==> src/rtl/ocg_defs.vh <==
// Register map, field layout, reset values and wait counts of the clock block
`ifndef OCG_DEFS_VH
`define OCG_DEFS_VH

// ----------------------------------------------------------------
// Register byte offsets
// ----------------------------------------------------------------
`define OCG_OFF_LS_CTRL 4'h0
`define OCG_OFF_HS_CTRL 4'h4
`define OCG_OFF_FLAGS 4'h8
`define OCG_OFF_ENABLES 4'hc

// ----------------------------------------------------------------
// Field positions
// ----------------------------------------------------------------
`define OCG_LS_CAP_LSB 8
`define OCG_LS_BOOST_LSB 6
`define OCG_LS_NORM_LSB 4
`define OCG_LS_WAIT_LSB 0
`define OCG_HS_FREQ_LSB 10
`define OCG_HS_TYPE_LSB 8
`define OCG_HS_INV_LSB 4
`define OCG_HS_WAIT_LSB 0
`define OCG_BIT_LS_STOP 5
`define OCG_BIT_TRIM 4
`define OCG_BIT_HS_STA 2
`define OCG_BIT_LS_STA 1
`define OCG_BIT_IN_STA 0

// ----------------------------------------------------------------
// Writable masks and reset values
// ----------------------------------------------------------------
`define OCG_LS_MASK 16'h07f3
`define OCG_HS_MASK 16'h1f37
`define OCG_IRQ_MASK 16'h0037
`define OCG_LS_RESET 16'h0092
`define OCG_HS_RESET 16'h0c10

// ----------------------------------------------------------------
// Codes and wait counts in oscillator clocks
// ----------------------------------------------------------------
`define OCG_TYPE_XTAL 2'h2
`define OCG_WAIT_4 17'h00004
`define OCG_WAIT_16 17'h00010
`define OCG_WAIT_64 17'h00040
`define OCG_WAIT_256 17'h00100
`define OCG_WAIT_1024 17'h00400
`define OCG_WAIT_4096 17'h01000
`define OCG_WAIT_16384 17'h04000
`define OCG_WAIT_65536 17'h10000
`define OCG_IN_WAIT_DEF 17'h00400

// ----------------------------------------------------------------
// Bus responses
// ----------------------------------------------------------------
`define OCG_RESP_OKAY 2'h0
`define OCG_RESP_SLVERR 2'h2

`endif

==> src/rtl/ocg_top.v <==
// Oscillator configuration registers and clock interrupt logic
//
// Function
// - Low-speed wait code 3,2,1 gives 65536, 16384, 4096 clocks; 0 reserved.
// - High-speed wait codes 0..7 give 4 up to 65536 clocks in steps of four.
// - Internal frequency codes 0..5 select six rates; 6,7 reserved; resets to 3.
// - Type code 0 internal, 1 CR, 2 crystal or ceramic; 3 reserved; reset 0.
// - High-speed gain 0 min to 3 max, applies only for crystal; reset 1.
// - Three-bit low-speed gate capacitance code, 0 minimum up to 7 maximum.
// - Two-bit boost gain code drives the low-speed oscillator during startup.
// - Separate two-bit normal gain code drives it after startup.
// - Flag 5 marks low-speed stop, flag 4 marks trim done, held while pending.
// - Flags 2,1,0 mark high-speed, low-speed, internal stabilization done.
// - Writing one clears a flag, zero leaves it; all flags zero after reset.
// - Internal stable flag reads zero after reset; no event for reset startup.
// - Enable bits 5,4 gate stop and trim; bits 2,1,0 gate stabilization.
// - An enable bit set to one enables its interrupt; enables read and write.
//
// The implementer's own choices: the address map and register access over AXI4-Lite.
`timescale 1ns/1ps
`include "ocg_defs.vh"
module ocg_top #(
    parameter ADDR_W = 8,
    parameter CNT_W = 17,
    parameter [CNT_W-1:0] LS_WAIT_3 = `OCG_WAIT_65536,
    parameter [CNT_W-1:0] LS_WAIT_2 = `OCG_WAIT_16384,
    parameter [CNT_W-1:0] HS_WAIT_7 = `OCG_WAIT_65536,
    parameter [CNT_W-1:0] HS_WAIT_6 = `OCG_WAIT_16384,
    parameter [CNT_W-1:0] IN_WAIT = `OCG_IN_WAIT_DEF
) (
    // Clock and reset
    input wire CLOCK,
    input wire RESETN,
    // AXI4-Lite write address
    input wire S_AXI_AWVALID,
    output wire S_AXI_AWREADY,
    input wire [ADDR_W-1:0] S_AXI_AWADDR,
    input wire [2:0] S_AXI_AWPROT,
    // AXI4-Lite write data
    input wire S_AXI_WVALID,
    output wire S_AXI_WREADY,
    input wire [31:0] S_AXI_WDATA,
    input wire [3:0] S_AXI_WSTRB,
    // AXI4-Lite write response
    output wire S_AXI_BVALID,
    input wire S_AXI_BREADY,
    output wire [1:0] S_AXI_BRESP,
    // AXI4-Lite read address
    input wire S_AXI_ARVALID,
    output wire S_AXI_ARREADY,
    input wire [ADDR_W-1:0] S_AXI_ARADDR,
    input wire [2:0] S_AXI_ARPROT,
    // AXI4-Lite read data
    output wire S_AXI_RVALID,
    input wire S_AXI_RREADY,
    output wire [31:0] S_AXI_RDATA,
    output wire [1:0] S_AXI_RRESP,
    // Oscillator run levels and clock ticks
    input wire LS_OSC_ON,
    input wire LS_OSC_TICK,
    input wire HS_OSC_ON,
    input wire HS_OSC_TICK,
    input wire IN_OSC_ON,
    input wire IN_OSC_TICK,
    // Events from the stop detector and the trimmer
    input wire LS_STOP_EVT,
    input wire TRIM_DONE_EVT,
    // Oscillator settings
    output wire [2:0] LOW_SPEED_GATE_CAP_CODE,
    output wire [1:0] LOW_SPEED_GAIN,
    output wire LOW_SPEED_BOOSTING,
    output wire [2:0] HIGH_SPEED_INTERNAL_FREQ,
    output wire [1:0] HIGH_SPEED_OSC_TYPE,
    output wire [1:0] HIGH_SPEED_INVERTER_GAIN,
    output wire HIGH_SPEED_GAIN_EN,
    output wire [2:0] STABLE,
    // Interrupt
    output wire IRQ
);

// ----------------------------------------------------------------
// Registers
// ----------------------------------------------------------------
reg [15:0] ls_ctrl_q;
reg [15:0] ls_ctrl_d;
reg [15:0] hs_ctrl_q;
reg [15:0] hs_ctrl_d;
reg [15:0] flags_q;
reg [15:0] flags_d;
reg [15:0] en_q;
reg [15:0] en_d;
reg irq_q;
reg [2:0] stable_q;

// ----------------------------------------------------------------
// Bus state
// ----------------------------------------------------------------
reg aw_hold_q;
reg [ADDR_W-1:0] awaddr_q;
reg w_hold_q;
reg [15:0] wdata_q;
reg [1:0] wstrb_q;
reg bvalid_q;
reg [1:0] bresp_q;
reg rvalid_q;
reg [15:0] rdata_q;
reg [1:0] rresp_q;

wire do_wr;
wire wr_hit;
wire [15:0] wr_val;
wire ls_done;
wire hs_done;
wire in_done;
wire ls_busy;
wire hs_busy;
wire in_busy;
wire [15:0] evt_set;
wire [15:0] flag_clr;
wire [CNT_W-1:0] ls_target;
wire [CNT_W-1:0] hs_target;

// ----------------------------------------------------------------
// Helpers
// ----------------------------------------------------------------
function sel_ok;
    input [ADDR_W-1:0] a;
    begin
        sel_ok = (a[ADDR_W-1:4] == {(ADDR_W-4){1'b0}});
    end
endfunction

function [15:0] rd_mux;
    input [3:0] a;
    input [15:0] ls;
    input [15:0] hs;
    input [15:0] fl;
    input [15:0] en;
    begin
        case ({a[3:2], 2'b00})
            `OCG_OFF_LS_CTRL: rd_mux = ls;
            `OCG_OFF_HS_CTRL: rd_mux = hs;
            `OCG_OFF_FLAGS: rd_mux = fl;
            `OCG_OFF_ENABLES: rd_mux = en;
            default: rd_mux = 16'h0000;
        endcase
    end
endfunction

// Reserved code 0 falls back to the longest wait, the safe side
function [CNT_W-1:0] ls_wait;
    input [1:0] code;
    begin
        case (code)
            2'h3: ls_wait = LS_WAIT_3;
            2'h2: ls_wait = LS_WAIT_2;
            2'h1: ls_wait = `OCG_WAIT_4096;
            default: ls_wait = LS_WAIT_3;
        endcase
    end
endfunction

function [CNT_W-1:0] hs_wait;
    input [2:0] code;
    begin
        case (code)
            3'h0: hs_wait = `OCG_WAIT_4;
            3'h1: hs_wait = `OCG_WAIT_16;
            3'h2: hs_wait = `OCG_WAIT_64;
            3'h3: hs_wait = `OCG_WAIT_256;
            3'h4: hs_wait = `OCG_WAIT_1024;
            3'h5: hs_wait = `OCG_WAIT_4096;
            3'h6: hs_wait = HS_WAIT_6;
            default: hs_wait = HS_WAIT_7;
        endcase
    end
endfunction

// ----------------------------------------------------------------
// Write channels
// ----------------------------------------------------------------
// Address and data are taken in either order and held until both are in
assign S_AXI_AWREADY = ~aw_hold_q & ~bvalid_q;
assign S_AXI_WREADY = ~w_hold_q & ~bvalid_q;
assign do_wr = aw_hold_q & w_hold_q & ~bvalid_q;
assign wr_hit = sel_ok(awaddr_q);
assign wr_val = {wstrb_q[1] ? wdata_q[15:8] : 8'h00, wstrb_q[0] ? wdata_q[7:0] : 8'h00};

always @(posedge CLOCK)
begin
    if (!RESETN)
    begin
        aw_hold_q <= 1'b0;
        awaddr_q <= {ADDR_W{1'b0}};
        w_hold_q <= 1'b0;
        wdata_q <= 16'h0000;
        wstrb_q <= 2'h0;
        bvalid_q <= 1'b0;
        bresp_q <= `OCG_RESP_OKAY;
    end
    else
    begin
        if (S_AXI_AWVALID && S_AXI_AWREADY)
        begin
            aw_hold_q <= 1'b1;
            awaddr_q <= S_AXI_AWADDR;
        end
        if (S_AXI_WVALID && S_AXI_WREADY)
        begin
            w_hold_q <= 1'b1;
            wdata_q <= S_AXI_WDATA[15:0];
            wstrb_q <= S_AXI_WSTRB[1:0];
        end
        if (do_wr)
        begin
            aw_hold_q <= 1'b0;
            w_hold_q <= 1'b0;
            bvalid_q <= 1'b1;
            bresp_q <= wr_hit ? `OCG_RESP_OKAY : `OCG_RESP_SLVERR;
        end
        else if (bvalid_q && S_AXI_BREADY)
        begin
            bvalid_q <= 1'b0;
        end
    end
end

assign S_AXI_BVALID = bvalid_q;
assign S_AXI_BRESP = bresp_q;

// ----------------------------------------------------------------
// Read channels
// ----------------------------------------------------------------
assign S_AXI_ARREADY = ~rvalid_q;

// Reads have no side effect; flags clear only by writing ones
always @(posedge CLOCK)
begin
    if (!RESETN)
    begin
        rvalid_q <= 1'b0;
        rdata_q <= 16'h0000;
        rresp_q <= `OCG_RESP_OKAY;
    end
    else if (S_AXI_ARVALID && !rvalid_q)
    begin
        rvalid_q <= 1'b1;
        if (sel_ok(S_AXI_ARADDR))
        begin
            rdata_q <= rd_mux(S_AXI_ARADDR[3:0], ls_ctrl_q, hs_ctrl_q, flags_q, en_q);
            rresp_q <= `OCG_RESP_OKAY;
        end
        else
        begin
            rdata_q <= 16'h0000;
            rresp_q <= `OCG_RESP_SLVERR;
        end
    end
    else if (rvalid_q && S_AXI_RREADY)
    begin
        rvalid_q <= 1'b0;
    end
end

assign S_AXI_RVALID = rvalid_q;
assign S_AXI_RDATA = {16'h0000, rdata_q};
assign S_AXI_RRESP = rresp_q;

// ----------------------------------------------------------------
// Control registers
// ----------------------------------------------------------------
// Byte strobes merge into the old value; reserved bits stay zero
always @*
begin
    ls_ctrl_d = ls_ctrl_q;
    hs_ctrl_d = hs_ctrl_q;
    en_d = en_q;
    if (do_wr && wr_hit)
    begin
        case ({awaddr_q[3:2], 2'b00})
            `OCG_OFF_LS_CTRL:
            begin
                ls_ctrl_d[15:8] = wstrb_q[1] ? wdata_q[15:8] : ls_ctrl_q[15:8];
                ls_ctrl_d[7:0] = wstrb_q[0] ? wdata_q[7:0] : ls_ctrl_q[7:0];
                ls_ctrl_d = ls_ctrl_d & `OCG_LS_MASK;
            end
            `OCG_OFF_HS_CTRL:
            begin
                hs_ctrl_d[15:8] = wstrb_q[1] ? wdata_q[15:8] : hs_ctrl_q[15:8];
                hs_ctrl_d[7:0] = wstrb_q[0] ? wdata_q[7:0] : hs_ctrl_q[7:0];
                hs_ctrl_d = hs_ctrl_d & `OCG_HS_MASK;
            end
            `OCG_OFF_ENABLES:
            begin
                en_d[15:8] = wstrb_q[1] ? wdata_q[15:8] : en_q[15:8];
                en_d[7:0] = wstrb_q[0] ? wdata_q[7:0] : en_q[7:0];
                en_d = en_d & `OCG_IRQ_MASK;
            end
            default:
            begin
                en_d = en_q;
            end
        endcase
    end
end

// ----------------------------------------------------------------
// Interrupt flags
// ----------------------------------------------------------------
assign evt_set = {10'h000, LS_STOP_EVT, TRIM_DONE_EVT, 1'b0, hs_done, ls_done, in_done};
assign flag_clr = (do_wr && wr_hit && ({awaddr_q[3:2], 2'b00} == `OCG_OFF_FLAGS)) ?
    (wr_val & `OCG_IRQ_MASK) : 16'h0000;

// A new event in the clearing cycle wins over the clear
always @*
begin
    flags_d = ((flags_q & ~flag_clr) | evt_set) & `OCG_IRQ_MASK;
end

always @(posedge CLOCK)
begin
    if (!RESETN)
    begin
        ls_ctrl_q <= `OCG_LS_RESET;
        hs_ctrl_q <= `OCG_HS_RESET;
        flags_q <= 16'h0000;
        en_q <= 16'h0000;
        irq_q <= 1'b0;
        stable_q <= 3'h0;
    end
    else
    begin
        ls_ctrl_q <= ls_ctrl_d;
        hs_ctrl_q <= hs_ctrl_d;
        flags_q <= flags_d;
        en_q <= en_d;
        irq_q <= |(flags_d & en_d);
        if (hs_done)
            stable_q[2] <= 1'b1;
        else if (!HS_OSC_ON)
            stable_q[2] <= 1'b0;
        if (ls_done)
            stable_q[1] <= 1'b1;
        else if (!LS_OSC_ON)
            stable_q[1] <= 1'b0;
        if (in_done)
            stable_q[0] <= 1'b1;
        else if (!IN_OSC_ON)
            stable_q[0] <= 1'b0;
    end
end

assign IRQ = irq_q;
assign STABLE = stable_q;

// ----------------------------------------------------------------
// Stabilization wait counters
// ----------------------------------------------------------------
assign ls_target = ls_wait(ls_ctrl_q[`OCG_LS_WAIT_LSB+1:`OCG_LS_WAIT_LSB]);
assign hs_target = hs_wait(hs_ctrl_q[`OCG_HS_WAIT_LSB+2:`OCG_HS_WAIT_LSB]);

ocg_settle #(.WIDTH(CNT_W)) u_ls_settle (
    .clk(CLOCK),
    .resetn(RESETN),
    .osc_on(LS_OSC_ON),
    .osc_tick(LS_OSC_TICK),
    .target(ls_target),
    .busy_q(ls_busy),
    .done_q(ls_done)
);

ocg_settle #(.WIDTH(CNT_W)) u_hs_settle (
    .clk(CLOCK),
    .resetn(RESETN),
    .osc_on(HS_OSC_ON),
    .osc_tick(HS_OSC_TICK),
    .target(hs_target),
    .busy_q(hs_busy),
    .done_q(hs_done)
);

// The internal oscillator runs at reset release; its counter sees no edge
ocg_settle #(.WIDTH(CNT_W)) u_in_settle (
    .clk(CLOCK),
    .resetn(RESETN),
    .osc_on(IN_OSC_ON),
    .osc_tick(IN_OSC_TICK),
    .target(IN_WAIT),
    .busy_q(in_busy),
    .done_q(in_done)
);

// ----------------------------------------------------------------
// Oscillator settings out
// ----------------------------------------------------------------
ocg_gain_sel u_gain (
    .clk(CLOCK),
    .resetn(RESETN),
    .boost_active(ls_busy),
    .boost_gain(ls_ctrl_q[`OCG_LS_BOOST_LSB+1:`OCG_LS_BOOST_LSB]),
    .normal_gain(ls_ctrl_q[`OCG_LS_NORM_LSB+1:`OCG_LS_NORM_LSB]),
    .hs_type(hs_ctrl_q[`OCG_HS_TYPE_LSB+1:`OCG_HS_TYPE_LSB]),
    .hs_gain(hs_ctrl_q[`OCG_HS_INV_LSB+1:`OCG_HS_INV_LSB]),
    .ls_gain_q(LOW_SPEED_GAIN),
    .hs_gain_q(HIGH_SPEED_INVERTER_GAIN),
    .hs_gain_en_q(HIGH_SPEED_GAIN_EN)
);

assign LOW_SPEED_BOOSTING = ls_busy;
assign LOW_SPEED_GATE_CAP_CODE = ls_ctrl_q[`OCG_LS_CAP_LSB+2:`OCG_LS_CAP_LSB];
assign HIGH_SPEED_INTERNAL_FREQ = hs_ctrl_q[`OCG_HS_FREQ_LSB+2:`OCG_HS_FREQ_LSB];
assign HIGH_SPEED_OSC_TYPE = hs_ctrl_q[`OCG_HS_TYPE_LSB+1:`OCG_HS_TYPE_LSB];

// Unused protection, upper data and strobe inputs of the bus, and unused busy flags
wire unused_ok;
assign unused_ok = &{1'b0, S_AXI_AWPROT, S_AXI_ARPROT, S_AXI_WDATA[31:16],
    S_AXI_WSTRB[3:2], hs_busy, in_busy};

endmodule

==> src/rtl/ocg_settle.v <==
// Stabilization wait counter for one oscillator
`timescale 1ns/1ps
module ocg_settle #(
    parameter WIDTH = 17
) (
    // Clock and reset
    input wire clk,
    input wire resetn,
    // Oscillator side
    input wire osc_on,
    input wire osc_tick,
    input wire [WIDTH-1:0] target,
    // Status
    output reg busy_q,
    output reg done_q
);

reg on_prev_q;
reg [WIDTH-1:0] cnt_q;
reg [WIDTH-1:0] tgt_q;
wire [WIDTH-1:0] cnt_inc;

assign cnt_inc = cnt_q + {{(WIDTH-1){1'b0}}, 1'b1};

// Previous level resets high so an oscillator already running at reset
// release gives no start edge and hence no completion event.
always @(posedge clk)
begin
    if (!resetn)
    begin
        on_prev_q <= 1'b1;
        cnt_q <= {WIDTH{1'b0}};
        tgt_q <= {WIDTH{1'b0}};
        busy_q <= 1'b0;
        done_q <= 1'b0;
    end
    else
    begin
        on_prev_q <= osc_on;
        done_q <= 1'b0;
        if (osc_on && !on_prev_q)
        begin
            cnt_q <= {WIDTH{1'b0}};
            tgt_q <= target;
            busy_q <= 1'b1;
        end
        else if (busy_q && !osc_on)
        begin
            busy_q <= 1'b0;
        end
        else if (busy_q && osc_tick)
        begin
            cnt_q <= cnt_inc;
            if (cnt_inc == tgt_q)
            begin
                busy_q <= 1'b0;
                done_q <= 1'b1;
            end
        end
    end
end

endmodule

==> src/rtl/ocg_gain_sel.v <==
// Inverter gain selection for both oscillators
`timescale 1ns/1ps
`include "ocg_defs.vh"
module ocg_gain_sel (
    // Clock and reset
    input wire clk,
    input wire resetn,
    // Settings
    input wire boost_active,
    input wire [1:0] boost_gain,
    input wire [1:0] normal_gain,
    input wire [1:0] hs_type,
    input wire [1:0] hs_gain,
    // Applied values
    output reg [1:0] ls_gain_q,
    output reg [1:0] hs_gain_q,
    output reg hs_gain_en_q
);

// Software keeps the boost code at or above the normal one; no clamp here
always @(posedge clk)
begin
    if (!resetn)
    begin
        ls_gain_q <= 2'h1;
        hs_gain_q <= 2'h0;
        hs_gain_en_q <= 1'b0;
    end
    else
    begin
        ls_gain_q <= boost_active ? boost_gain : normal_gain;
        hs_gain_en_q <= (hs_type == `OCG_TYPE_XTAL);
        hs_gain_q <= (hs_type == `OCG_TYPE_XTAL) ? hs_gain : 2'h0;
    end
end

endmodule

==> config.mk <==
export PLATFORM = sky130hd
export DESIGN_NAME = ocg_top
export DESIGN_NICKNAME = d
export VERILOG_FILES = /design/src/rtl/ocg_top.v /design/src/rtl/ocg_settle.v /design/src/rtl/ocg_gain_sel.v
export VERILOG_INCLUDE_DIRS = /design/src /design/src/rtl
export SDC_FILE = /design/constraint.sdc
export NUM_CORES = 1
export LEC_CHECK = 0
export ABC_AREA = 0
export BUFFER_PORTS_ARGS = -buffer_cell sky130_fd_sc_hd__buf_2
export CAP_MARGIN = 30
export CORE_UTILIZATION = 50
export CTS_CLUSTER_SIZE = 10
export DETAILED_ROUTE_END_ITERATION = 10
export GPL_TIMING_DRIVEN = 0
export PLACE_DENSITY = 0.76
export SLEW_MARGIN = 20
export SYNTH_ARGS = -nofsm -noshare
export SYNTH_HDL_FRONTEND = slang
export SYNTH_SLANG_ARGS = --single-unit
==> constraint.sdc <==
create_clock -name CLOCK -period 1.7 [get_ports CLOCK]
set_input_delay 0.17 -clock CLOCK [delete_from_list [all_inputs] [get_ports CLOCK]]
set_output_delay 0.17 -clock CLOCK [all_outputs]
set_load 0.01 [all_outputs]
## After elaboration in Yosys (flattened, before gate mapping)

Index checks and enable logic that the tools add are counted.

| storage, ports and cells | value |
|---|---|
| register bits | 191 |
| latch bits | 0 |
| memory bits (writable) | 0 |
| bits in read-only memories | 0 |
| input bits | 73 |
| output and inout bits | 59 |
| memories kept | 0 |

| cells by class | value |
|---|---|
| add/subtract/negate cells | 3 |
| multipliers | 0 |
| divide/modulo/power cells | 0 |
| order comparisons | 0 |
| eq/ne operators | 21 |
| shifts and indexed selects | 0 |
| multiplexer cells | 37 |
| bitwise logic cells | 19 |
| reduce and logical (&&, ||, !) cells | 55 |

Operators by type and width:

| operator | number |
|---|---|
| $pmux W17 S7 | 1 |
| $pmux W16 S4 | 1 |
| $add A17 B1 Y17 const B | 3 |
| $mux W16 | 3 |
| $eq A17 B17 Y1 | 2 |
| $pmux W17 S2 | 1 |
| $mux W1 | 25 |
| $mux W6 | 3 |
| $reduce_bool A3 Y1 | 6 |
| $eq A17 B11 Y1 | 1 |
| $and A6 B16 Y16 | 1 |
| $logic_and A1 B1 Y1 | 16 |
| $reduce_or A16 Y1 | 1 |
| $reduce_and A2 Y1 | 7 |
| $eq A2 B2 Y1 const B | 6 |
| $reduce_and A3 Y1 | 4 |
| $reduce_or A4 Y1 | 3 |
| $not A1 Y1 | 11 |
| $eq A3 B3 Y1 const B | 3 |
| $logic_not A4 Y1 | 2 |
| $reduce_or A2 Y1 | 4 |
| $logic_not A1 Y1 | 7 |
| $and A6 B6 Y6 | 1 |
| $eq A2 B1 Y1 const B | 3 |
| other kinds (10) | 20 |

## Depth between registers and ports, before layout

Gate-level depths: netlist (run 1).

| depth | value |
|---|---|
| depth in word-level cells | 10 |
| depth in mapped cells | 7 |
| gate-level depth less buffers | 7 |

## Hierarchy

A second synthesis (run 1) with hierarchy kept.

| unflattened totals | value |
|---|---|
| cell total of the unflattened synthesis | 1106 |
| area, all modules | 9347.7 µm² |

By module, submodules not included:

| module | instances | cells an instance | area each (µm²) |
|---|---|---|---|
| ocg_settle | 3 | 252 | 2033.2 |
| ocg_top | 1 | 338 | 3096.7 |
| ocg_gain_sel | 1 | 12 | 151.4 |

## Worst setup path after synthesis (run 1)

Ideal clock, no wire load.

| path | value |
|---|---|
| path kind | reg-to-reg |
| start | register awaddr_q[5] |
| end | register irq_q, in the netlist IRQ |
| library setup time | 0.120 ns |
| arrival time | 1.759 ns |
| slack | -0.179 ns |
| cell stages (with the launch flop) | 7 |
| path buffers | 0 |
| clock period less this slack | 1.879 ns |
| path through | dfxtp_1 > or4_4 > nor4_4 > nand2_1 > a21oi_2 > o22ai_1 > o31a_1 |

| between the ends | value |
|---|---|
| cells in the longest elaborated chain, start to end | 9 |
| elaborated cells between the ends (all ways) | 10 |
| classes of those cells | 2 x mux; 4 x bitwise; 4 x reduce/logical |

RTL lines:

| element | RTL line | source |
|---|---|---|
| start: declaration | ocg_top.v:99 | `reg [ADDR_W-1:0] awaddr_q;` |
| start signal: assignment | ocg_top.v:194 | `awaddr_q <= {ADDR_W{1'b0}};` |
| $logic_not A4 Y1 * | ocg_top.v:129 | `sel_ok = (a[ADDR_W-1:4] == {(ADDR_W-4){1'b0}});` |
| $logic_and A1 B1 Y1 * | ocg_top.v:278, ocg_top.v:311 |  |
| $logic_and A1 B1 Y1 | ocg_top.v:311 | `` assign flag_clr = (do_wr && wr_hit && ({awaddr_q[3:2], 2'b00} == `OCG_OFF_FLAGS)) ? `` |
| $mux W6 | ocg_top.v:311 |  |
| $not A6 Y6 | ocg_top.v:317 | `` flags_d = ((flags_q & ~flag_clr) \| evt_set) & `OCG_IRQ_MASK; `` |
| $and A6 B6 Y6 | ocg_top.v:317 |  |
| $or A6 B6 Y6 | ocg_top.v:317 |  |
| $and A6 B16 Y16 * | ocg_top.v:337 | `irq_q <= \|(flags_d & en_d);` |
| $reduce_or A16 Y1 * | ocg_top.v:337 |  |
| end signal: assignment | ocg_top.v:337 |  |
| end: declaration | ocg_top.v:92 | `reg irq_q;` |

Mark *: on every way between the ends. The rest lies on a longest branch, timed or not.
A chain may end at the register's enable or synchronous reset.

## Final worst setup path (run 1)

Ends and elaborated chain as after synthesis.

==> results of run 1 <==
[area by class of cell]
| type | count | area (sq um) | share of cell area |
|---|---|---|---|
| Buffer | 66 | 407 | 0.0449 |
| Clock buffer | 20 | 467 | 0.0515 |
| Clock inverter | 12 | 153 | 0.0169 |
| Inverter | 12 | 45.0 | 0.00497 |
| Multi-Input combinational cell | 606 | 4100 | 0.452 |
| Sequential cell | 148 | 3020 | 0.333 |
| Tap cell | 176 | 220 | 0.0243 |
| Timing Repair Buffer | 108 | 651 | 0.0718 |
[worst max-delay path, delay by kind of cell, from the launching register on]
kind | cells | cell delay (ns)
simple gates | 3 | 0.91
flops | 1 | 0.31
mux | 1 | 0.25
compound gates | 2 | 0.40
[layer usage]
layer	GRT usage	vias to the layer above	share of wire
met4	0.0918	0	0.020
li1	-	3042	-
met3	0.0571	34	0.054
met5	0	-	0
met2	0.409	181	0.48
met1	0.295	2908	0.44
[repair_timing]
action | in CTS | in global routing
gates resized for setup | 72 | 55
setup endpoints to repair | 57 | 73
cloned | 1 | 0
hold buffers | 8 | 0
pin swaps | 17 | 33
buffers inserted | 14 | 12
endpoints found under the hold margin | 7 | 0
[cells by family after synthesis]
logic type | Yosys count | share of synthesized area
xor gates and xnor gates | 75 | 0.0936
muxes | 28 | 0.0471
AOI/OAI and AO/OA | 99 | 0.0949
and+or+nand+nor | 377 | 0.271
adders and majority gates | 5 | 0.00892
other | 1 | 0.000535
buffers and inverters | 82 | 0.0610
DFF | 148 | 0.422
[state kept, by name, indices dropped and copies added (netlist names), 2 cells and up]
| register | flops |
|---|---|
| flags_q | 5 |
| u_hs_settle.cnt_q | 17 |
| awaddr_q | 6 |
| rdata_q | 12 |
| u_ls_settle.cnt_q | 17 |
| u_ls_settle.tgt_q | 3 |
| en_q | 5 |
| wdata_q | 12 |
| u_gain.hs_gain_q | 2 |
| u_hs_settle.tgt_q | 8 |
| u_gain.ls_gain_q | 2 |
| ls_ctrl_q | 9 |
| wstrb_q | 2 |
| hs_ctrl_q | 10 |
| STABLE | 3 |
| u_in_settle.cnt_q | 17 |
[layout by cell type, fill, tap and decap left out, types with 17 or more instances in the layout]
| master | instances |
|---|---|
| dfxtp_1 | 118 |
| nand2_1 | 100 |
| buf_2 | 75 |
| nor2_1 | 68 |
| buf_4 | 56 |
| nor2b_1 | 45 |
| xor2_1 | 43 |
| nand3_1 | 38 |
| xnor2_1 | 31 |
| clkbuf_1 | 26 |
| a21oi_1 | 25 |
| mux2i_1 | 23 |
| dfxtp_2 | 23 |
| a21boi_0 | 22 |
| conb_1 | 22 |
| clkbuf_16 | 17 |
[metrics by stage]
stage          instance area [sq um]  total power (W)
2_1_floorplan                   7130          0.00396
3_3_place_gp                    7730          0.00412
3_5_place_dp                    7730          0.00413
4_1_cts                         8790          0.00804
5_1_grt                         9060          0.00826
6_report                        9060          0.00802
[path summary, 6_finish.rpt]
kind,start,to,slack (ns),cells past startpoint
setup / recovery,awaddr_q[5],IRQ,-0.29,6
hold / removal,S_AXI_AWADDR[5],awaddr_q[5],0.01,3
setup reg to reg,awaddr_q[5],IRQ,-0.29,6
hold reg to reg,wdata_q[11],wdata_q[11],0.47,2
[where the power goes]
part           switching (W)  internal [W]  leakage [nW]
Combinational       0.000306      0.000223          2.17
Sequential         0.0000565       0.00352          1.22
Clock                0.00149       0.00242         0.294
Total                0.00185       0.00616          3.68
==> impl_results.md, run 1 <==
- CP Cell Sequence: or4_4, nor2_4, nand4_4, mux2i_2, o22ai_1, o31a_1
- Clk buf depth: 2
- Final ANT Viol Nets: 0
- Kind of critical path: flop to flop
- Inst Count DP: 1087
- Row count: 42
- Residual DRC: 0
- WP data required: 2.01 ns
- Share of cells above drive strength 1: 0.276
- Main area contributors after synthesis: dfxtp_1 42%, nand2_1 5.6%, xor2_1 5.4%
- Worst min path class: input pin to flop
- Syn Inst Count: 815
- Synth warnings: 0
- Total GRT Usage: 0.241
- Seq/Total Area, Yosys: 0.422
- Setup Viol. Count Final: 29
- Hold_ws: 0.00960 ns
- RePlAce Congestion: 0.888
- First-pass GRT wire length: 27.4 mm
- Pleak: 3.68 nW
- Clk_skew: 0.0107 ns
- Post-synthesis async set-or-reset flop share: 0
- # nets final: 1037
- Fill cells: 1057
- Final hold violation count: 0
- Pwr/cell area: 885 nW/um^2
- Drt wl/cell: 15.2 microns
- IO buf count: 75
- Vias in the first global route: 5723
- Max stage delay on crit path: 0.58 ns
- Core area: 13500 sq um
- Crit path time final: 1.99 ns
- Die area: 14500 sq um
- Period utilization: 1.17
- Slew Limit Headroom: 0.589
- # H-tree levels: 4
- TritonRoute pass-1 iters: 5
- Fin worst setup slack: -0.287 ns
- Worst-Skew Late Latency: 0.43 ns
- Fin cells: 1148
- Yosys cell types: 55
- Drt via density: 5.37
- Crit path DAT: 2.30 ns
- Status: finished with violations
- Synth Area per Inst: 8.61 sq um
- Critical Path Fanout Max: 5
- Fmax achieved: 503 MHz
- Peak VDD IR: 0.736 mV
- Initial antenna violation count: 0
- Violation count after the first detailed-route iteration: 354
- Largest net degree at the start of global routing: 17
- Actual slew at the worst max-slew pin: 0.617 ns
- Failing checks: setup timing
- Layout Utilization: 0.673
- FF+latch count, synth: 148
- Synth top area share: 0.422
- CTS tree: yes
- Crit path capture type: flop
- ANT cells: 0
- Slowest CP cell: or4_4
- Setup tns final: -3.90 ns
- Clock transition at path regs: 0.06 ns
- Setup repair after global routing missed its margin: yes
- Initial Util: 0.521
- Synth Flop Type: dfxtp_1
- DR vias: 6165
- Total gr overflow: 0
- CTS Buf Count: 17
- Most common cell in the netlist: dfxtp_1
- Top cells by count, synth: 148 x dfxtp_1, 105 x nand2_1, 73 x nor2_1
- DP Worst Slack: -0.350 ns
- Max cap viols: 0
- Area Overhead vs Synth: 29.1%
- HPWL after detailed placement: 11.6 mm
- Sink Count: 148
- Die H: 120 microns
- CP Launch Type: flop
- Post-synthesis cell area: 7010 sq um
- WL final: 17.5 mm
- I/O pin count: 132
- Final Max Tran Viols: 0
- Post-synth EDFFs: 0
- Area leader, netlist: dfxtp_1
- Die width: 120 microns
- Root buf cell: clkbuf_16
Note: power is estimated with default switching activity, not from simulation.
==> inputs of run 2 (changes only) <==
--- a/config.mk
+++ b/config.mk
@@ -18,3 +18,4 @@
 export SYNTH_ARGS = -nofsm -noshare
 export SYNTH_HDL_FRONTEND = slang
 export SYNTH_SLANG_ARGS = --single-unit
+export TNS_END_PERCENT = 10
==> impl_results.md, run 2 (synthesis results as in run 1) <==
- CP Cell Sequence: or4_4, nor4_4, buf_4, nand2_1, a21oi_2, o22ai_1, o31a_1 (was or4_4, nor2_4, nand4_4, mux2i_2, o22ai_1, o31a_1)
- DP Worst Slack: -0.397 ns (was -0.350 ns)
- # H-tree levels: 4 (unchanged)
- R2r setup slk: -0.31 ns (was -0.29 ns)
- Pleak: 3.58 nW (was 3.68 nW)
- Peak VDD IR: 0.790 mV (was 0.736 mV)
- Drt wl/cell: 15.3 microns (was 15.2 microns)
- Largest net degree at the start of global routing: 17 (unchanged)
- Die H: 120 microns (unchanged)
- Multi-input logic area: 4060 sq um (was 4100 sq um)
- Violation count after the first detailed-route iteration: 355 (was 354)
- Area Overhead vs Synth: 26.5% (was 29.1%)
- Total GRT Usage: 0.236 (was 0.241)
- CTS tree: yes (unchanged)
- Total power: 0.00797 W (was 0.00802 W)
- HPWL after detailed placement: 11.5 mm (was 11.6 mm)
- DR vias: 6058 (was 6165)
- Most frequent cells in the layout: 119 x dfxtp_1, 100 x nand2_1, 75 x buf_2 (was 118 x dfxtp_1, 100 x nand2_1, 75 x buf_2)
- Worst min path class: input pin to flop (unchanged)
- CTS Buf Count: 17 (unchanged)
- Register area: 3020 sq um (about the same)
- Residual DRC: 0 (unchanged)
- Crit path capture type: flop (unchanged)
- Total gr overflow: 0 (unchanged)
- Final ANT Viol Nets: 0 (unchanged)
- WL final: 17.3 mm (was 17.5 mm)
- Die area: 14500 sq um (unchanged)
- Actual slew at the worst max-slew pin: 0.785 ns (was 0.617 ns)
- Commonest non-fill, non-tap cell in the layout: dfxtp_1 (unchanged)
- Fin area: 8870 sq um (was 9060 sq um)
- Vias in the first global route: 5558 (was 5723)
- Crit path time final: 2.01 ns (was 1.99 ns)
- # nets final: 1020 (was 1037)
- Placed standard-cell area: 7690 sq um (was 7730 sq um)
- TritonRoute pass-1 iters: 5 (unchanged)
- Sink Count: 148 (unchanged)
- Clock transition at path regs: 0.06 ns (about the same)
- Setup repair after global routing missed its margin: yes (unchanged)
- Fmax achieved: 498 MHz (was 503 MHz)
- Setup Viol. Count Final: 32 (was 29)
- Largest regs: u_hs_settle.cnt_q x17, u_in_settle.cnt_q x17, u_ls_settle.cnt_q x17 (unchanged)
- Worst-Skew Late Latency: 0.42 ns (was 0.43 ns)
- First-pass GRT wire length: 26.8 mm (was 27.4 mm)
- Clk_skew: 0.00728 ns (was 0.0107 ns)
- Slowest CP cell: or4_4 (unchanged)
- Fin worst setup slack: -0.306 ns (was -0.287 ns)
- Status: finished with violations (unchanged)
- Initial antenna violation count: 0 (unchanged)
- ANT cells: 0 (unchanged)
- Max stage delay on crit path: 0.58 ns (about the same)
- Drt via density: 5.36 (was 5.37)
- Period utilization: 1.18 (was 1.17)
- Setup tns final: -3.51 ns (was -3.90 ns)
- Clk buf depth: 2 (unchanged)
- I/O pin count: 132 (unchanged)
- Crit path DAT: 2.31 ns (was 2.30 ns)
- Hold_ws: 0.00955 ns (was 0.00960 ns)
- Kind of critical path: flop to flop (unchanged)
- Fill cells: 1105 (was 1057)
- Final Max Tran Viols: 0 (unchanged)
- Initial Util: 0.521 (unchanged)
- IO buf count: 75 (unchanged)
- Failing checks: setup timing (unchanged)
- Slew Limit Headroom: 0.473 (was 0.589)
- Final hold violation count: 0 (unchanged)
- Share of cells above drive strength 1: 0.265 (was 0.276)
- Die width: 120 microns (unchanged)
- Max cap viols: 0 (unchanged)
- Root buf cell: clkbuf_16 (unchanged)
- Critical Path Fanout Max: 5 (unchanged)
- Pwr/cell area: 899 nW/um^2 (was 885 nW/um^2)
- Row count: 42 (unchanged)
- Core area: 13500 sq um (unchanged)
- RePlAce Congestion: 0.862 (was 0.888)
- Buf/Inv on CP: 1 (was 0)
- CP Launch Type: flop (unchanged)
- WP data required: 2.00 ns (was 2.01 ns)
- Delay-heaviest family, CP: simple AND/OR/NAND/NOR gates (unchanged)
## run 2: power by group
group	switching [W]	internal (W)
Sequential	0.0000562	0.00352
Combinational	0.000295	0.000210
Clock	0.00141	0.00248
## run 2: timing repair
| action | CTS | global route |
|---|---|---|
| pin swaps | 19 | 16 |
| setup buffers | 8 | 11 |
| endpoints found under the hold margin | 2 | 0 |
| gates resized for setup | 55 | 61 |
| endpoints found under the setup margin | 61 | 65 |
| hold buffers | 2 | 0 |
## run 2: metrics by stage
stage	util	std cells
after floorplan	-	836
after global placement	0.572	1087
after detailed placement	0.572	1087
after CTS	0.636	1119
after global routing	0.659	1130
final	0.659	1130
## run 2: final timing paths
check	startpoint	end	cells after the start
worst max-delay path	awaddr_q[5]	IRQ	7
worst min-delay path	S_AXI_RREADY	S_AXI_RVALID	3
worst max register to register	awaddr_q[5]	IRQ	7
worst min register to register	wdata_q[7]	wdata_q[7]	2
## run 2: cell type report
cell class / instances / area share
tap: 176 / 0.0248
clock buffer: 22 / 0.0557
buffer: 61 / 0.0412
clock inverter: 9 / 0.0141
inverter: 12 / 0.00508
timing repair buffer: 96 / 0.0611
sequential: 148 / 0.341
multi-input combinational: 606 / 0.457
## run 2: layer usage
layer	GRT usage	wire [microns]	part of all wire	vias up
li1	-	-	-	3005
met5	0	0	0	-
met3	0.0557	900	0.052	25
met2	0.396	8350	0.48	172
met1	0.299	7760	0.45	2856
met4	0.0748	257	0.015	0
## run 2: tightest hold or removal path: cells and delay by family
kind            cells  cell delay [ns]
buf+inv             1             0.08
simple gates        1             0.04
compound gates      1             0.10
==> inputs of run 3 (changes only) <==
--- a/config.mk
+++ b/config.mk
@@ -14,6 +14,7 @@
 export DETAILED_ROUTE_END_ITERATION = 10
 export GPL_TIMING_DRIVEN = 0
 export PLACE_DENSITY = 0.76
+export SETUP_SLACK_MARGIN = 0.05
 export SLEW_MARGIN = 20
 export SYNTH_ARGS = -nofsm -noshare
 export SYNTH_HDL_FRONTEND = slang
==> constraint.sdc (replaced) <==
create_clock -name CLOCK -period 1.7 [get_ports CLOCK]
set_input_delay 0.17 -clock CLOCK [delete_from_list [all_inputs] [get_ports CLOCK]]
set_output_delay 0.17 -clock CLOCK [all_outputs]
set_load 0.1 [all_outputs]
==> impl_results.md, run 3 (synthesis results as in run 1) <==
- Largest regs: u_hs_settle.cnt_q x17, u_in_settle.cnt_q x17, u_ls_settle.cnt_q x17 (unchanged)
- GRT met2 Usage: 0.401 (was 0.396)
- Crit path capture type: flop (unchanged)
- TritonRoute pass-1 iters: 6 (was 5)
- Row count: 42 (unchanged)
- Initial antenna violation count: 0 (unchanged)
- Status: finished with violations (unchanged)
- Switch share: 0.261 (was 0.221)
- Largest net degree at the start of global routing: 17 (unchanged)
- Fin worst setup slack: -0.257 ns (was -0.306 ns)
- ANT cells: 0 (unchanged)
- Total gr overflow: 0 (unchanged)
- Final Max Tran Viols: 0 (unchanged)
- # nets final: 1036 (was 1020)
- Total power: 0.00820 W (was 0.00797 W)
- Clock transition at path regs: 0.06 ns (about the same)
- Final hold violation count: 0 (unchanged)
- WL final: 17.6 mm (was 17.3 mm)
- Hold path depth: 3 (unchanged)
- Die area: 14500 sq um (unchanged)
- Max cap viols: 0 (unchanged)
- CP Launch Type: flop (unchanged)
- I/O pin count: 132 (unchanged)
- Residual DRC: 0 (unchanged)
- Actual slew at the worst max-slew pin: 0.644 ns (was 0.785 ns)
- Peak VDD IR: 0.675 mV (was 0.790 mV)
- Die width: 120 microns (unchanged)
- Crit path time final: 1.96 ns (was 2.01 ns)
- Final ANT Viol Nets: 0 (unchanged)
- Drt via density: 5.40 (was 5.36)
- Critical Path Fanout Max: 5 (unchanged)
- R2r setup slk: -0.26 ns (was -0.31 ns)
- Global route hottest layer: met2 (unchanged)
- DR vias: 6191 (was 6058)
- Vias in the first global route: 5649 (was 5558)
- First-pass GRT wire length: 27.9 mm (was 26.8 mm)
- Drt wl/cell: 15.3 microns (about the same)
- Inst Count DP: 1087 (unchanged)
- Setup Viol. Count Final: 29 (was 32)
- CTS tree: yes (unchanged)
- Clk buf depth: 2 (unchanged)
- Hold Path Sink: S_AXI_BVALID (was S_AXI_RVALID)
- # H-tree levels: 4 (unchanged)
- R2R cell count: 7 (unchanged)
- Met1 global-route usage: 0.323 (was 0.299)
- Fmax achieved: 511 MHz (was 498 MHz)
- Root buf cell: clkbuf_16 (unchanged)
- Violation count after the first detailed-route iteration: 420 (was 355)
- Register area: 3040 sq um (was 3020 sq um)
- Crit path DAT: 2.27 ns (was 2.31 ns)
- Worst-Skew Late Latency: 0.42 ns (about the same)
- Most frequent cells in the layout: 113 x dfxtp_1, 101 x nand2_1, 75 x buf_2 (was 119 x dfxtp_1, 100 x nand2_1, 75 x buf_2)
- Pleak: 3.69 nW (was 3.58 nW)
- Fin cells: 1147 (was 1130)
- Sw power: 0.00214 W (was 0.00176 W)
- Pwr/cell area: 905 nW/um^2 (was 899 nW/um^2)
- Hold_ws: 0.0101 ns (was 0.00955 ns)
- Share of cells above drive strength 1: 0.276 (was 0.265)
- Met3 Use GR: 0.0566 (was 0.0557)
- Initial Util: 0.521 (unchanged)
- Combinational Power Share: 0.103 (was 0.063)
- Clk pwr share: 0.462 (was 0.488)
- Period utilization: 1.15 (was 1.18)
- Core area: 13500 sq um (unchanged)
- FF-to-FF Start: awaddr_q[6] (was awaddr_q[5])
- Min-delay src: S_AXI_BREADY (was S_AXI_RREADY)
- CTS Buf Count: 17 (unchanged)
- WP data required: 2.01 ns (was 2.00 ns)
- Slew Limit Headroom: 0.571 (was 0.473)
- Fill cells: 1064 (was 1105)
- RePlAce Congestion: 0.842 (was 0.862)
- IO buf count: 75 (unchanged)
- Worst reg2reg path endpoint: IRQ (unchanged)
- Setup repair after global routing missed its margin: yes (unchanged)
- Multi-input logic area: 4100 sq um (was 4060 sq um)
- Clk_skew: 0.00617 ns (was 0.00728 ns)
- Worst min path class: input pin to flop (unchanged)
- CP startpoint: awaddr_q[6] (was awaddr_q[5])
- Internal power: 0.00606 W (was 0.00621 W)
- Kind of critical path: flop to flop (unchanged)
- Failing checks: setup timing (unchanged)
- Area Overhead vs Synth: 29.2% (was 26.5%)
- Sequential share of power: 0.436 (was 0.448)
- Total GRT Usage: 0.245 (was 0.236)
- Die H: 120 microns (unchanged)
- HPWL after detailed placement: 11.6 mm (was 11.5 mm)
- Sink Count: 148 (unchanged)
- Commonest non-fill, non-tap cell in the layout: dfxtp_1 (unchanged)
==> run 3: cell count changes in the layout (fill, tap and decap cells not counted), moves of 6 or more <==
cell / delta
a21boi_0: -8
a21boi_1: +8
dfxtp_1: -6
dlygate4sd3_1: +8
==> run 3: layout make-up <==
class                      count  area share
buffer                        63      0.0438
clock buffer                  21      0.0486
clock inverter                11      0.0170
inverter                      12     0.00538
multi-input combinational    607       0.453
sequential                   148       0.335
tap                          176      0.0243
timing repair buffer         109      0.0732
==> run 3: how the worst max path moves through the flow <==
stage / endpoint
after CTS: IRQ
after detailed placement: IRQ
after global routing: IRQ
after global placement: u_hs_settle.busy_q
after floorplan: rdata_q[10]
final: IRQ
==> run 3: critical path, cell delays in order (launching register included) <==
cell,delay (ns)
dfxtp_1,0.31
or4_4,0.58
nor4_4,0.17
buf_6,0.17
nand2_1,0.07
a21oi_2,0.15
o22ai_1,0.11
o31a_1,0.30
==> run 3: metrics by stage <==
step	setup TNS (ns)	utilization	instance area, sq um	worst slack (ns)
global route	-5.30	0.674	9060	-0.318
finish	-2.79	0.674	9060	-0.257
global placement	-7.66	0.576	7750	-0.408
floorplan	-5.13	-	7150	-0.334
CTS	-3.29	0.659	8860	-0.263
detailed placement	-8.38	0.576	7750	-0.429
==> run 3: metal layers <==
metal / routed length, microns / vias to the layer above
met5: 0 / -
met3: 918 / 26
met4: 245 / 0
met1: 7990 / 2945
met2: 8430 / 174
li1: - / 3046
==> run 3: power by group through the flow <==
stage,Combinational [W],Sequential [W],Clock (W)
floorplan,0.000574,0.00371,0
global placement,0.000787,0.00366,0
detailed placement,0.000792,0.00366,0
CTS,0.000828,0.00358,0.00382
global route,0.000889,0.00358,0.00397
finish,0.000841,0.00357,0.00379
==> run 3: what timing repair did <==
item / CTS / global route
resized for setup: 81 / 41
endpoints found under the hold margin: 10 / 0
pin swaps: 20 / 17
setup endpoints to repair: 59 / 69
hold buffers: 10 / 0
buffers inserted: 17 / 7
gates cloned: 1 / 0
